`src/rtl/synth_prog_defs.svh`:
```
`ifndef SYNTH_PROG_DEFS_SVH
`define SYNTH_PROG_DEFS_SVH

// Register indices; byte address is four times the index
`define IDX_POINTER      8'h2c
`define IDX_PIXEL_WIN    8'h2d
`define IDX_MEMORY_WIN   8'h2e
`define IDX_LOOP_WIN     8'h2f
`define IDX_DOT_SRC      8'h1a
`define IDX_MEM_LOOP_CTL 8'h39

// Pointer field positions inside the pointer register
`define PTR_PIXEL_LSB    0
`define PTR_MEMORY_LSB   2
`define PTR_LOOP_LSB     4

// Bit positions inside value, status and control words
`define P_RUN_BIT        7
`define P_TCLK_BIT       6
`define STAT_LOCK_BIT    6
`define RCLK_SRC_BIT     5

// Dot clock source codes
`define DOT_SRC_PIXEL    4'h5
`define DOT_SRC_EXT      4'h7

// Reset values
`define RST_POINTER      6'h00
`define RST_N_VALUE      8'hc0
`define RST_M_VALUE      8'h00
`define RST_P_VALUE      8'h30
`define RST_DOT_SRC      4'h7
`define RST_MEM_LOOP_CTL 8'h18

`endif

```
`src/rtl/synth_prog_pkg.sv`:
```
package synth_prog_pkg;
  // What a two-bit synthesizer pointer routes its window to
  typedef enum logic [1:0] {
    SEL_N_VALUE = 2'h0,
    SEL_M_VALUE = 2'h1,
    SEL_P_VALUE = 2'h2,
    SEL_STATUS  = 2'h3
  } value_sel_t;

  // Divider settings handed to one synthesizer
  typedef logic [5:0] div6_t;
  typedef logic [1:0] post_t;
endpackage

```
`src/rtl/synth_prog_top.sv`:
```
// Contract
// - Pointer at 0x2c, windows at 0x2d-0x2f.
// - Three 2-bit pointers in bits 5-0.
// - Pointer selects N, M, P, read-only status.
// - Window write advances only that pointer.
// - Window read leaves pointer unchanged.
// - Pointer register reads all three pointers.
// - P bit 7 runs or resets synthesizer.
// - Pixel P bit 6 gates test clock.
// - Status bit 6 shows lock.
// - Output frequency from N, M, P dividers.
// - Select pins pick fixed or programmed.
// - Fixed select makes loop equal dot clock.
// - Dot source selector, resets to external.
// - Return clock bit picks pixel or loop.
`include "synth_prog_defs.svh"

module synth_prog_top
  import synth_prog_pkg::*;
#(
  parameter div6_t FIX0_N = 6'h28,  // Fixed setting for select pattern 00
  parameter div6_t FIX0_M = 6'h01,
  parameter post_t FIX0_P = 2'h0,
  parameter div6_t FIX1_N = 6'h29,  // Fixed setting for select pattern 01
  parameter div6_t FIX1_M = 6'h01,
  parameter post_t FIX1_P = 2'h0
) (
  input  wire logic        clk_i,
  input  wire logic        rst_i,
  input  wire logic        wb_cyc_i,
  input  wire logic        wb_stb_i,
  input  wire logic        wb_we_i,
  input  wire logic [9:0]  wb_adr_i,
  input  wire logic [3:0]  wb_sel_i,
  input  wire logic [31:0] wb_dat_i,
  output logic      [31:0] wb_dat_o,
  output logic             wb_ack_o,
  input  wire logic [1:0]  freq_select_pins_i,
  input  wire logic [2:0]  synth_lock_i,
  input  wire logic        pixel_synth_clk_i,
  output logic      [2:0]  synth_run_enable_o,
  output logic             test_clock_pin_o,
  output logic      [5:0]  pixel_n_o,
  output logic      [5:0]  pixel_m_o,
  output logic      [1:0]  pixel_p_o,
  output logic      [5:0]  memory_n_o,
  output logic      [5:0]  memory_m_o,
  output logic      [1:0]  memory_p_o,
  output logic      [5:0]  loop_n_o,
  output logic      [5:0]  loop_m_o,
  output logic      [1:0]  loop_p_o,
  output logic      [3:0]  dot_clock_source_selector_o,
  output logic             return_clock_source_bit_o
);

  // Extract one two-bit pointer from the packed pointer word
  function automatic logic [1:0] ptr_field(input logic [5:0] word, input logic [2:0] lsb);
    ptr_field = word[lsb +: 2];
  endfunction

  // Pick the settings that a select pattern asks for
  function automatic logic [13:0] pick_cfg(input logic [1:0] sel,
                                           input logic [7:0] n,
                                           input logic [7:0] m,
                                           input logic [7:0] p);
    if (sel[1])
      pick_cfg = {n[5:0], m[5:0], p[1:0]};
    else if (sel[0])
      pick_cfg = {FIX1_N, FIX1_M, FIX1_P};
    else
      pick_cfg = {FIX0_N, FIX0_M, FIX0_P};
  endfunction

  // Bus and register state
  logic        ack_r;
  logic [31:0] rdat_r;
  logic [3:0]  dot_src_r;
  logic [7:0]  mem_loop_ctl_r;

  // Pin synchronisers, two flops each
  logic [1:0]  sel_s1_r;
  logic [1:0]  sel_s2_r;
  logic [2:0]  lock_s1_r;
  logic [2:0]  lock_s2_r;
  logic        pclk_s1_r;
  logic        pclk_s2_r;

  // Output flops
  logic [2:0]  run_r;
  logic        tclk_r;
  logic [13:0] pix_cfg_r;
  logic [13:0] mem_cfg_r;
  logic [13:0] loop_cfg_r;

  // Bank views
  logic [1:0]  ptr_pix;
  logic [1:0]  ptr_mem;
  logic [1:0]  ptr_loop;
  logic [7:0]  rd_pix;
  logic [7:0]  rd_mem;
  logic [7:0]  rd_loop;
  logic [7:0]  n_pix;
  logic [7:0]  m_pix;
  logic [7:0]  p_pix;
  logic [7:0]  n_mem;
  logic [7:0]  m_mem;
  logic [7:0]  p_mem;
  logic [7:0]  n_loop;
  logic [7:0]  m_loop;
  logic [7:0]  p_loop;

  // Access decode: one access per request, ack gates the second cycle
  wire        acc_go   = wb_cyc_i & wb_stb_i & ~ack_r;
  wire        wr_go    = acc_go & wb_we_i & wb_sel_i[0];
  wire        rd_go    = acc_go & ~wb_we_i;
  wire [7:0]  idx      = wb_adr_i[9:2];
  wire        hit_ptr  = (idx == `IDX_POINTER);
  wire        hit_pix  = (idx == `IDX_PIXEL_WIN);
  wire        hit_mem  = (idx == `IDX_MEMORY_WIN);
  wire        hit_loop = (idx == `IDX_LOOP_WIN);
  wire        hit_dot  = (idx == `IDX_DOT_SRC);
  wire        hit_mlc  = (idx == `IDX_MEM_LOOP_CTL);
  wire        ptr_wr   = wr_go & hit_ptr;
  wire [5:0]  ptr_word = {ptr_loop, ptr_mem, ptr_pix};

  // Read mux; unmapped indices read zero, pointer bits 7-6 read zero
  wire [7:0]  rd_byte  = hit_ptr  ? {2'h0, ptr_word} :
                         hit_pix  ? rd_pix  :
                         hit_mem  ? rd_mem  :
                         hit_loop ? rd_loop :
                         hit_dot  ? {4'h0, dot_src_r} :
                         hit_mlc  ? mem_loop_ctl_r : 8'h00;

  // Dividers each bank hands to its synthesizer, done in the analog loop
  wire [13:0] pix_cfg_nxt  = pick_cfg(sel_s2_r, n_pix, m_pix, p_pix);
  wire [13:0] loop_cfg_nxt = sel_s2_r[1] ? {n_loop[5:0], m_loop[5:0], p_loop[1:0]}
                                         : pix_cfg_nxt;
  wire [13:0] mem_cfg_nxt  = {n_mem[5:0], m_mem[5:0], p_mem[1:0]};
  wire [2:0]  run_nxt      = {p_loop[`P_RUN_BIT], p_mem[`P_RUN_BIT],
                              p_pix[`P_RUN_BIT]};
  wire        tclk_nxt     = p_pix[`P_TCLK_BIT] & pclk_s2_r;

  // Three independent synthesizer banks
  synth_bank u_pix (
    .clk_i      (clk_i),
    .rst_i      (rst_i),
    .ptr_load_i (ptr_wr),
    .ptr_val_i  (ptr_field(wb_dat_i[5:0], 3'(`PTR_PIXEL_LSB))),
    .win_wr_i   (wr_go & hit_pix),
    .wdat_i     (wb_dat_i[7:0]),
    .lock_i     (lock_s2_r[0]),
    .ptr_o      (ptr_pix),
    .rdat_o     (rd_pix),
    .n_o        (n_pix),
    .m_o        (m_pix),
    .p_o        (p_pix)
  );

  synth_bank u_mem (
    .clk_i      (clk_i),
    .rst_i      (rst_i),
    .ptr_load_i (ptr_wr),
    .ptr_val_i  (ptr_field(wb_dat_i[5:0], 3'(`PTR_MEMORY_LSB))),
    .win_wr_i   (wr_go & hit_mem),
    .wdat_i     (wb_dat_i[7:0]),
    .lock_i     (lock_s2_r[1]),
    .ptr_o      (ptr_mem),
    .rdat_o     (rd_mem),
    .n_o        (n_mem),
    .m_o        (m_mem),
    .p_o        (p_mem)
  );

  synth_bank u_loop (
    .clk_i      (clk_i),
    .rst_i      (rst_i),
    .ptr_load_i (ptr_wr),
    .ptr_val_i  (ptr_field(wb_dat_i[5:0], 3'(`PTR_LOOP_LSB))),
    .win_wr_i   (wr_go & hit_loop),
    .wdat_i     (wb_dat_i[7:0]),
    .lock_i     (lock_s2_r[2]),
    .ptr_o      (ptr_loop),
    .rdat_o     (rd_loop),
    .n_o        (n_loop),
    .m_o        (m_loop),
    .p_o        (p_loop)
  );

  // Bus slave: one wait state, ack held for exactly one cycle
  always_ff @(posedge clk_i) begin
    if (rst_i) begin
      ack_r  <= 1'b0;
      rdat_r <= 32'h0000_0000;
    end else begin
      ack_r  <= acc_go;
      if (rd_go)
        rdat_r <= {24'h00_0000, rd_byte};
    end
  end

  // Clock routing control registers, written only through lane 0
  always_ff @(posedge clk_i) begin
    if (rst_i) begin
      dot_src_r      <= `RST_DOT_SRC;
      mem_loop_ctl_r <= `RST_MEM_LOOP_CTL;
    end else begin
      if (wr_go && hit_dot) dot_src_r <= wb_dat_i[3:0];
      if (wr_go && hit_mlc) mem_loop_ctl_r <= wb_dat_i[7:0];
    end
  end

  // Pins come from outside the clock domain; stage one feeds stage two only
  always_ff @(posedge clk_i) begin
    if (rst_i) begin
      sel_s1_r  <= 2'h0;
      sel_s2_r  <= 2'h0;
      lock_s1_r <= 3'h0;
      lock_s2_r <= 3'h0;
      pclk_s1_r <= 1'b0;
      pclk_s2_r <= 1'b0;
    end else begin
      sel_s1_r  <= freq_select_pins_i;
      sel_s2_r  <= sel_s1_r;
      lock_s1_r <= synth_lock_i;
      lock_s2_r <= lock_s1_r;
      pclk_s1_r <= pixel_synth_clk_i;
      pclk_s2_r <= pclk_s1_r;
    end
  end

  // Output flops; the test pin is a sampled copy, so it only shows
  // synthesizer clocks well below half the register clock rate
  always_ff @(posedge clk_i) begin
    if (rst_i) begin
      run_r      <= 3'h0;
      tclk_r     <= 1'b0;
      pix_cfg_r  <= 14'h0000;
      mem_cfg_r  <= 14'h0000;
      loop_cfg_r <= 14'h0000;
    end else begin
      run_r      <= run_nxt;
      tclk_r     <= tclk_nxt;
      pix_cfg_r  <= pix_cfg_nxt;
      mem_cfg_r  <= mem_cfg_nxt;
      loop_cfg_r <= loop_cfg_nxt;
    end
  end

  // Port drivers
  assign wb_ack_o                    = ack_r;
  assign wb_dat_o                    = rdat_r;
  assign synth_run_enable_o          = run_r;
  assign test_clock_pin_o            = tclk_r;
  assign pixel_n_o                   = pix_cfg_r[13:8];
  assign pixel_m_o                   = pix_cfg_r[7:2];
  assign pixel_p_o                   = pix_cfg_r[1:0];
  assign memory_n_o                  = mem_cfg_r[13:8];
  assign memory_m_o                  = mem_cfg_r[7:2];
  assign memory_p_o                  = mem_cfg_r[1:0];
  assign loop_n_o                    = loop_cfg_r[13:8];
  assign loop_m_o                    = loop_cfg_r[7:2];
  assign loop_p_o                    = loop_cfg_r[1:0];
  assign dot_clock_source_selector_o = dot_src_r;
  assign return_clock_source_bit_o   = mem_loop_ctl_r[`RCLK_SRC_BIT];

  // Checks next to the logic they guard
  a_ack_one_pulse: assert property (@(posedge clk_i) disable iff (rst_i)
    wb_ack_o |=> !wb_ack_o)
    else $error("ack stood for more than one cycle");

  a_ptr_write_load: assert property (@(posedge clk_i) disable iff (rst_i)
    ptr_wr |=> ptr_word == $past(wb_dat_i[5:0]))
    else $error("pointer write did not load all pointers");

  a_pix_advance: assert property (@(posedge clk_i) disable iff (rst_i)
    wr_go && hit_pix |=> ptr_pix == 2'($past(ptr_pix) + 2'h1)
      && ptr_mem == $past(ptr_mem) && ptr_loop == $past(ptr_loop))
    else $error("pixel window write moved the wrong pointer");

  a_loop_advance: assert property (@(posedge clk_i) disable iff (rst_i)
    wr_go && hit_loop |=> ptr_loop == 2'($past(ptr_loop) + 2'h1)
      && ptr_pix == $past(ptr_pix))
    else $error("loop window write moved the wrong pointer");

  a_read_holds_ptr: assert property (@(posedge clk_i) disable iff (rst_i)
    rd_go |=> ptr_word == $past(ptr_word))
    else $error("read changed a pointer");

  a_ptr_readback: assert property (@(posedge clk_i) disable iff (rst_i)
    rd_go && hit_ptr |=> wb_ack_o && wb_dat_o == {26'h0, $past(ptr_word)})
    else $error("pointer read returned wrong value");

  a_status_lock: assert property (@(posedge clk_i) disable iff (rst_i)
    rd_go && hit_pix && ptr_pix == 2'h3
      |=> wb_dat_o == {24'h0, 1'b0, $past(lock_s2_r[0]), 6'h00})
    else $error("status read did not show lock");

  a_run_follows_p: assert property (@(posedge clk_i) disable iff (rst_i)
    ##1 synth_run_enable_o[0] == $past(p_pix[`P_RUN_BIT]))
    else $error("run enable does not follow P bit 7");

  a_test_clk_low: assert property (@(posedge clk_i) disable iff (rst_i)
    !p_pix[`P_TCLK_BIT] |=> !test_clock_pin_o)
    else $error("test clock pin not held low");

  a_fixed_loop_eq: assert property (@(posedge clk_i) disable iff (rst_i)
    !sel_s2_r[1] |=> loop_cfg_r == pix_cfg_r)
    else $error("loop setting differs from dot clock in fixed mode");

  a_fixed_pick: assert property (@(posedge clk_i) disable iff (rst_i)
    sel_s2_r == 2'h1 |=> pixel_n_o == FIX1_N && pixel_p_o == FIX1_P)
    else $error("fixed pattern 01 not applied");

  a_dot_src_reset: assert property (@(posedge clk_i)
    rst_i |=> dot_clock_source_selector_o == `DOT_SRC_EXT && !return_clock_source_bit_o)
    else $error("clock routing not at reset choice");

  a_mem_advance: assert property (@(posedge clk_i) disable iff (rst_i)
    wr_go && hit_mem |=> ptr_mem == 2'($past(ptr_mem) + 2'h1)
      && ptr_pix == $past(ptr_pix) && ptr_loop == $past(ptr_loop))
    else $error("memory window write moved the wrong pointer");

  // Only the programmed pattern is checked here; the reset edge would trip a fixed one
  a_prog_pick: assert property (@(posedge clk_i) disable iff (rst_i)
    sel_s2_r[1] |=> pixel_n_o == $past(n_pix[5:0]) && pixel_m_o == $past(m_pix[5:0])
      && pixel_p_o == $past(p_pix[1:0]))
    else $error("programmed pixel setting not applied");

  a_mem_cfg: assert property (@(posedge clk_i) disable iff (rst_i)
    ##1 memory_n_o == $past(n_mem[5:0]) && memory_m_o == $past(m_mem[5:0])
      && memory_p_o == $past(p_mem[1:0]))
    else $error("memory dividers do not follow their registers");

  a_dot_write: assert property (@(posedge clk_i) disable iff (rst_i)
    wr_go && hit_dot |=> dot_clock_source_selector_o == $past(wb_dat_i[3:0]))
    else $error("dot source write not applied");

  a_return_write: assert property (@(posedge clk_i) disable iff (rst_i)
    wr_go && hit_mlc |=> return_clock_source_bit_o == $past(wb_dat_i[`RCLK_SRC_BIT]))
    else $error("return clock bit write not applied");

endmodule // synth_prog_top

```
`src/rtl/synth_bank.sv`:
```
`include "synth_prog_defs.svh"

// One synthesizer: pointer plus N, M, P value registers and status view
module synth_bank
  import synth_prog_pkg::*;
(
  input  wire logic       clk_i,
  input  wire logic       rst_i,
  input  wire logic       ptr_load_i,
  input  wire logic [1:0] ptr_val_i,
  input  wire logic       win_wr_i,
  input  wire logic [7:0] wdat_i,
  input  wire logic       lock_i,
  output logic      [1:0] ptr_o,
  output logic      [7:0] rdat_o,
  output logic      [7:0] n_o,
  output logic      [7:0] m_o,
  output logic      [7:0] p_o
);

  value_sel_t ptr_r;
  value_sel_t ptr_nxt;
  logic [7:0] n_r;
  logic [7:0] m_r;
  logic [7:0] p_r;
  logic [7:0] status_w;

  // Load wins over advance, though both cannot hit in one access
  assign ptr_nxt = ptr_load_i ? value_sel_t'(ptr_val_i) :
                   win_wr_i   ? value_sel_t'(ptr_r + 2'h1) : ptr_r;

  // Only the lock bit means anything; test bits read zero
  assign status_w = {1'b0, lock_i, 6'h00};

  // Window read routing by pointer
  assign rdat_o = (ptr_r == SEL_N_VALUE) ? n_r :
                  (ptr_r == SEL_M_VALUE) ? m_r :
                  (ptr_r == SEL_P_VALUE) ? p_r : status_w;

  // Pointer and value registers; status writes are dropped
  always_ff @(posedge clk_i) begin
    if (rst_i) begin
      ptr_r <= value_sel_t'(2'(`RST_POINTER));
      n_r   <= `RST_N_VALUE;
      m_r   <= `RST_M_VALUE;
      p_r   <= `RST_P_VALUE;
    end else begin
      ptr_r <= ptr_nxt;
      if (win_wr_i && ptr_r == SEL_N_VALUE) n_r <= wdat_i;
      if (win_wr_i && ptr_r == SEL_M_VALUE) m_r <= wdat_i;
      if (win_wr_i && ptr_r == SEL_P_VALUE) p_r <= wdat_i;
    end
  end

  assign ptr_o = ptr_r;
  assign n_o   = n_r;
  assign m_o   = m_r;
  assign p_o   = p_r;

  a_status_ro: assert property (@(posedge clk_i) disable iff (rst_i)
    win_wr_i && ptr_r == SEL_STATUS |=> n_r == $past(n_r) && m_r == $past(m_r)
      && p_r == $past(p_r))
    else $error("status write changed a value register");

endmodule // synth_bank

```
`config.mk`:
```
export PLATFORM = sky130hd
export DESIGN_NAME = synth_prog_top
export DESIGN_NICKNAME = d
export VERILOG_FILES = /design/src/rtl/synth_prog_pkg.sv /design/src/rtl/synth_prog_top.sv /design/src/rtl/synth_bank.sv
export VERILOG_INCLUDE_DIRS = /design/src /design/src/rtl
export SDC_FILE = /design/constraint.sdc
export NUM_CORES = 1
export LEC_CHECK = 0
export BUFFER_PORTS_ARGS = -buffer_cell sky130_fd_sc_hd__buf_4
export CELL_PAD_IN_SITES_DETAIL_PLACEMENT = 1
export CELL_PAD_IN_SITES_GLOBAL_PLACEMENT = 1
export CORE_MARGIN = 2
export CORE_UTILIZATION = 25
export DETAILED_ROUTE_END_ITERATION = 7
export PLACE_DENSITY_LB_ADDON = 0.1
export SYNTH_ARGS = -nofsm -noshare
export SYNTH_HDL_FRONTEND = slang
export SYNTH_SLANG_ARGS = --single-unit
```
`constraint.sdc`:
```
create_clock -name clk_i -period 3.65 [get_ports clk_i]
set_input_delay 0.9125 -clock clk_i [delete_from_list [all_inputs] [get_ports clk_i]]
set_output_delay 0.9125 -clock clk_i [all_outputs]
set_load 0.1 [all_outputs]
```
==> flow_metrics.tcl <==
set metrics [dict create \
    status "finished, violations left" \
    violations "design-rule violations" \
    clk_pin_slew_ns 0.06 \
    n_antenna_cell 0 \
    path_cells "buf_4, or3b_1, or4_2, a31oi_1, o21ai_0, a22o_1" \
    drtAntennaViolNets 0 \
    grtUsageMet3_pct 3.14 \
    finalCoreUtilization_pct 31.1 \
    startpoint_type "input pin" \
    p_per_area_nw_per_um2 478 \
    cp_num_buf_inv 1 \
    overflow 0 \
    cts_resized 0 \
    async_reset_ff_share_pct 0 \
    vdd_drop_max_v 0.000226 \
    cp-end-kind "flip-flop" \
    cp_top_family "simple AND/OR/NAND/NOR gates" \
    root_buffer "clkbuf_16" \
    clock_latency_ns 0.43 \
    fp.dieH_um 167 \
    grt_pass1_vias 5477 \
    drive_above_1_share_pct 19.8 \
    synth_most_common_cell "dfxtp_1" \
    worstMarginPinSlew_ns 0.819 \
    htree_levels 4 \
    grtUsageMet1_pct 20.9 \
    grt.met2_usage_pct 25.4 \
    hold_viol 0 \
    vias 5270 \
    cts_tree "yes" \
    pre_cts_ws_ns 0.592 \
    slowest_stage "or4_2" \
    core_area_um2 26100 \
    synth_top_family_by_area "simple AND/OR/NAND/NOR gates" \
    critPathKind "input pin to flip-flop" \
    p_leak_nw 3.58 \
    synth_area_leaders "dfxtp_1 (47%), mux2i_1 (10%), nor2_1 (5.7%), nor2b_1 (3.7%), buf_4 (2.7%)" \
    cts_made_buffers 17 \
    grt_pass1_wl_um 33300 \
    cts.sinks 157 \
    synthSimpleGateAreaFrac_pct 20.6 \
    crit_fanout 5 \
    required_ns 3.97 \
    portBuffers 87 \
    max_freq_mhz 375 \
    ys.flop_type "dfxtp_1" \
    rows 59 \
    synth-compound-area-share_pct 12.9 \
    min_path_type "flip-flop to flip-flop" \
    critPathArrivalTime_ns 2.98 \
    period_minus_slack_ns 2.66 \
    cts_hold_buffers 0 \
    die_w_um 167 \
    drtIter0Drc 295 \
    synth_top_cell_by_area "dfxtp_1" \
    grtUsageTotal_pct 15.7 \
    grt_busiest_layer "met2" \
    path_depth 6 \
    ys_warn_count 0 \
    syn_area_per_cell_um2 9.32 \
    yosysTopAreaCellShare_pct 47.1 \
    stdcell_area_um2 8140 \
    place_area_um2 7530 \
    grt_max_degree 94 \
    drv_slew 0 \
    synthXorXnorAreaFrac_pct 0 \
    post_cts_buffers 0 \
    worst_path_largest_cell_delay_ns 0.79 \
    slew_headroom_pct 45.2 \
    antenna_found_initial 0 \
    cap_violations 0 \
    rsz0062_at_grt "no" \
    clockBufferDepth 2 \
    rr_worst_depth 7 \
    setup-violations-final 0 \
    dr.pass1.iters 6 \
    yosys-top-cells-count "dfxtp_1 (157), nor2_1 (101), mux2i_1 (69), clkbuf_1 (40), nor2b_1 (39)" \
    fin_hold_ws_ns 0.419 \
    place_hpwl_um 15100 \
    fin_worst_skew_ns 0.0112 \
    worst_slack_ns 0.985 \
    routed_wl_um 21600 \
    post-route-drc-count 7 \
    synth_adder_area_share_pct 1.87 \
    hold_depth 2 \
    timing.final.crit_share_pct 73.0 \
    ios 141 \
    routed_via_density 4.67 \
    ys_types 57 \
    synth.area.mux_share_pct 10.5 \
    syn-instance-count 716 \
    syn-cell-area_um2 6680 \
    drt-wirelength-per-cell_um 19.1 \
    fin_tns_setup_ns 0 \
    final_nets 848 \
    die_area_um2 28000 \
    start_util_pct 25.5 \
    ys_seq_area_share_pct 47.1 \
    synth-seq-cells 157 \
    gp_congestion 0.853 \
    synthToLayoutAreaGrowth_pct 21.9 \
    synth-edff-count 0 \
]
layout by cell type (no fill, tap or decap), types with 8 or more instances in the layout:
cell	instances
o21ai_0	14
nor2_1	101
o211ai_1	12
a31oi_1	10
conb_1	24
a211o_2	8
nor2b_1	39
inv_1	23
mux2i_1	69
buf_4	94
nand3_1	11
nand2_1	38
dfxtp_1	157
nand2b_1	12
a21oi_1	27
ha_1	10
and2_1	22
clkbuf_16	17
a211o_1	9
nand3_2	8
report_power, final:
group | total (mW) | leakage (nW) | internal (mW) | switching [mW]
Combinational | 0.313 | 2.02 | 0.0519 | 0.261
Clock | 1.85 | 0.290 | 1.06 | 0.790
Sequential | 1.73 | 1.27 | 1.72 | 0.00547
Total | 3.89 | 3.58 | 2.84 | 1.06
final timing paths:
| path | from | slack [ns] | end |
|---|---|---|---|
| max | wb_adr_i[9] | 0.99 | wb_dat_o[1] |
| min | pclk_s2_r | 0.42 | test_clock_pin_o |
| max reg2reg | u_mem.ptr_o[1] | 1.39 | wb_dat_o[1] |
| min reg2reg | pclk_s2_r | 0.42 | test_clock_pin_o |
sequential cells by signal (all words and copies together) (netlist names), 8 cells and up:
register and count:
u_mem.p_o 8, u_pix.m_o 8, u_mem.n_o 8, pix_cfg_r 14, loop_cfg_r 14, u_pix.n_o 8
u_loop.n_o 8, mem_cfg_r 14, u_mem.m_o 8, mem_loop_ctl_r 8, u_pix.p_o 8, u_loop.p_o 8
wb_dat_o 8, u_loop.m_o 8
routing by layer:
layer  vias to the layer above  part of all wire (%)
li1                       2542                     -
met3                        21                   3.9
met1                      2583                    48
met5                         -                     0
met2                       124                    47
met4                         0                   1.8
through the flow:
| step | power (mW) | instances |
|---|---|---|
| 2_1_floorplan | 2.02 | 739 |
| 3_5_place_dp | 2.08 | 1097 |
| 4_1_cts | 3.94 | 1129 |
| 5_1_grt | 4.03 | 1129 |
| 3_3_place_gp | 2.08 | 1097 |
| 6_report | 3.89 | 1129 |
worst register-to-register path: cells and delay by family (launching register included):
kind,cells,cell delay [ns]
compound gates,4,1.06
fa+ha+maj,1,0.47
buf+inv,1,0.12
flops,1,0.33
simple gates,1,0.19
logic make-up (layout without fill, tap and decap cells):
kind of cell    Yosys count  after routing
compound gates          118            118
fa+ha+maj                10             10
buf+inv                  95            150
flops                   157            157
mux                      70             70
other cells               1             24
simple gates            265            265
final cells by class:
type	count	area, µm²
clock buffers	19	453
fillers	3052	18000
clock inverters	13	154
inverters	23	86.3
multi-input cells	487	3160
flip-flops and latches	157	3140
well taps	335	419
repair buffers	95	726
Power figures use the tool's default switching activity.
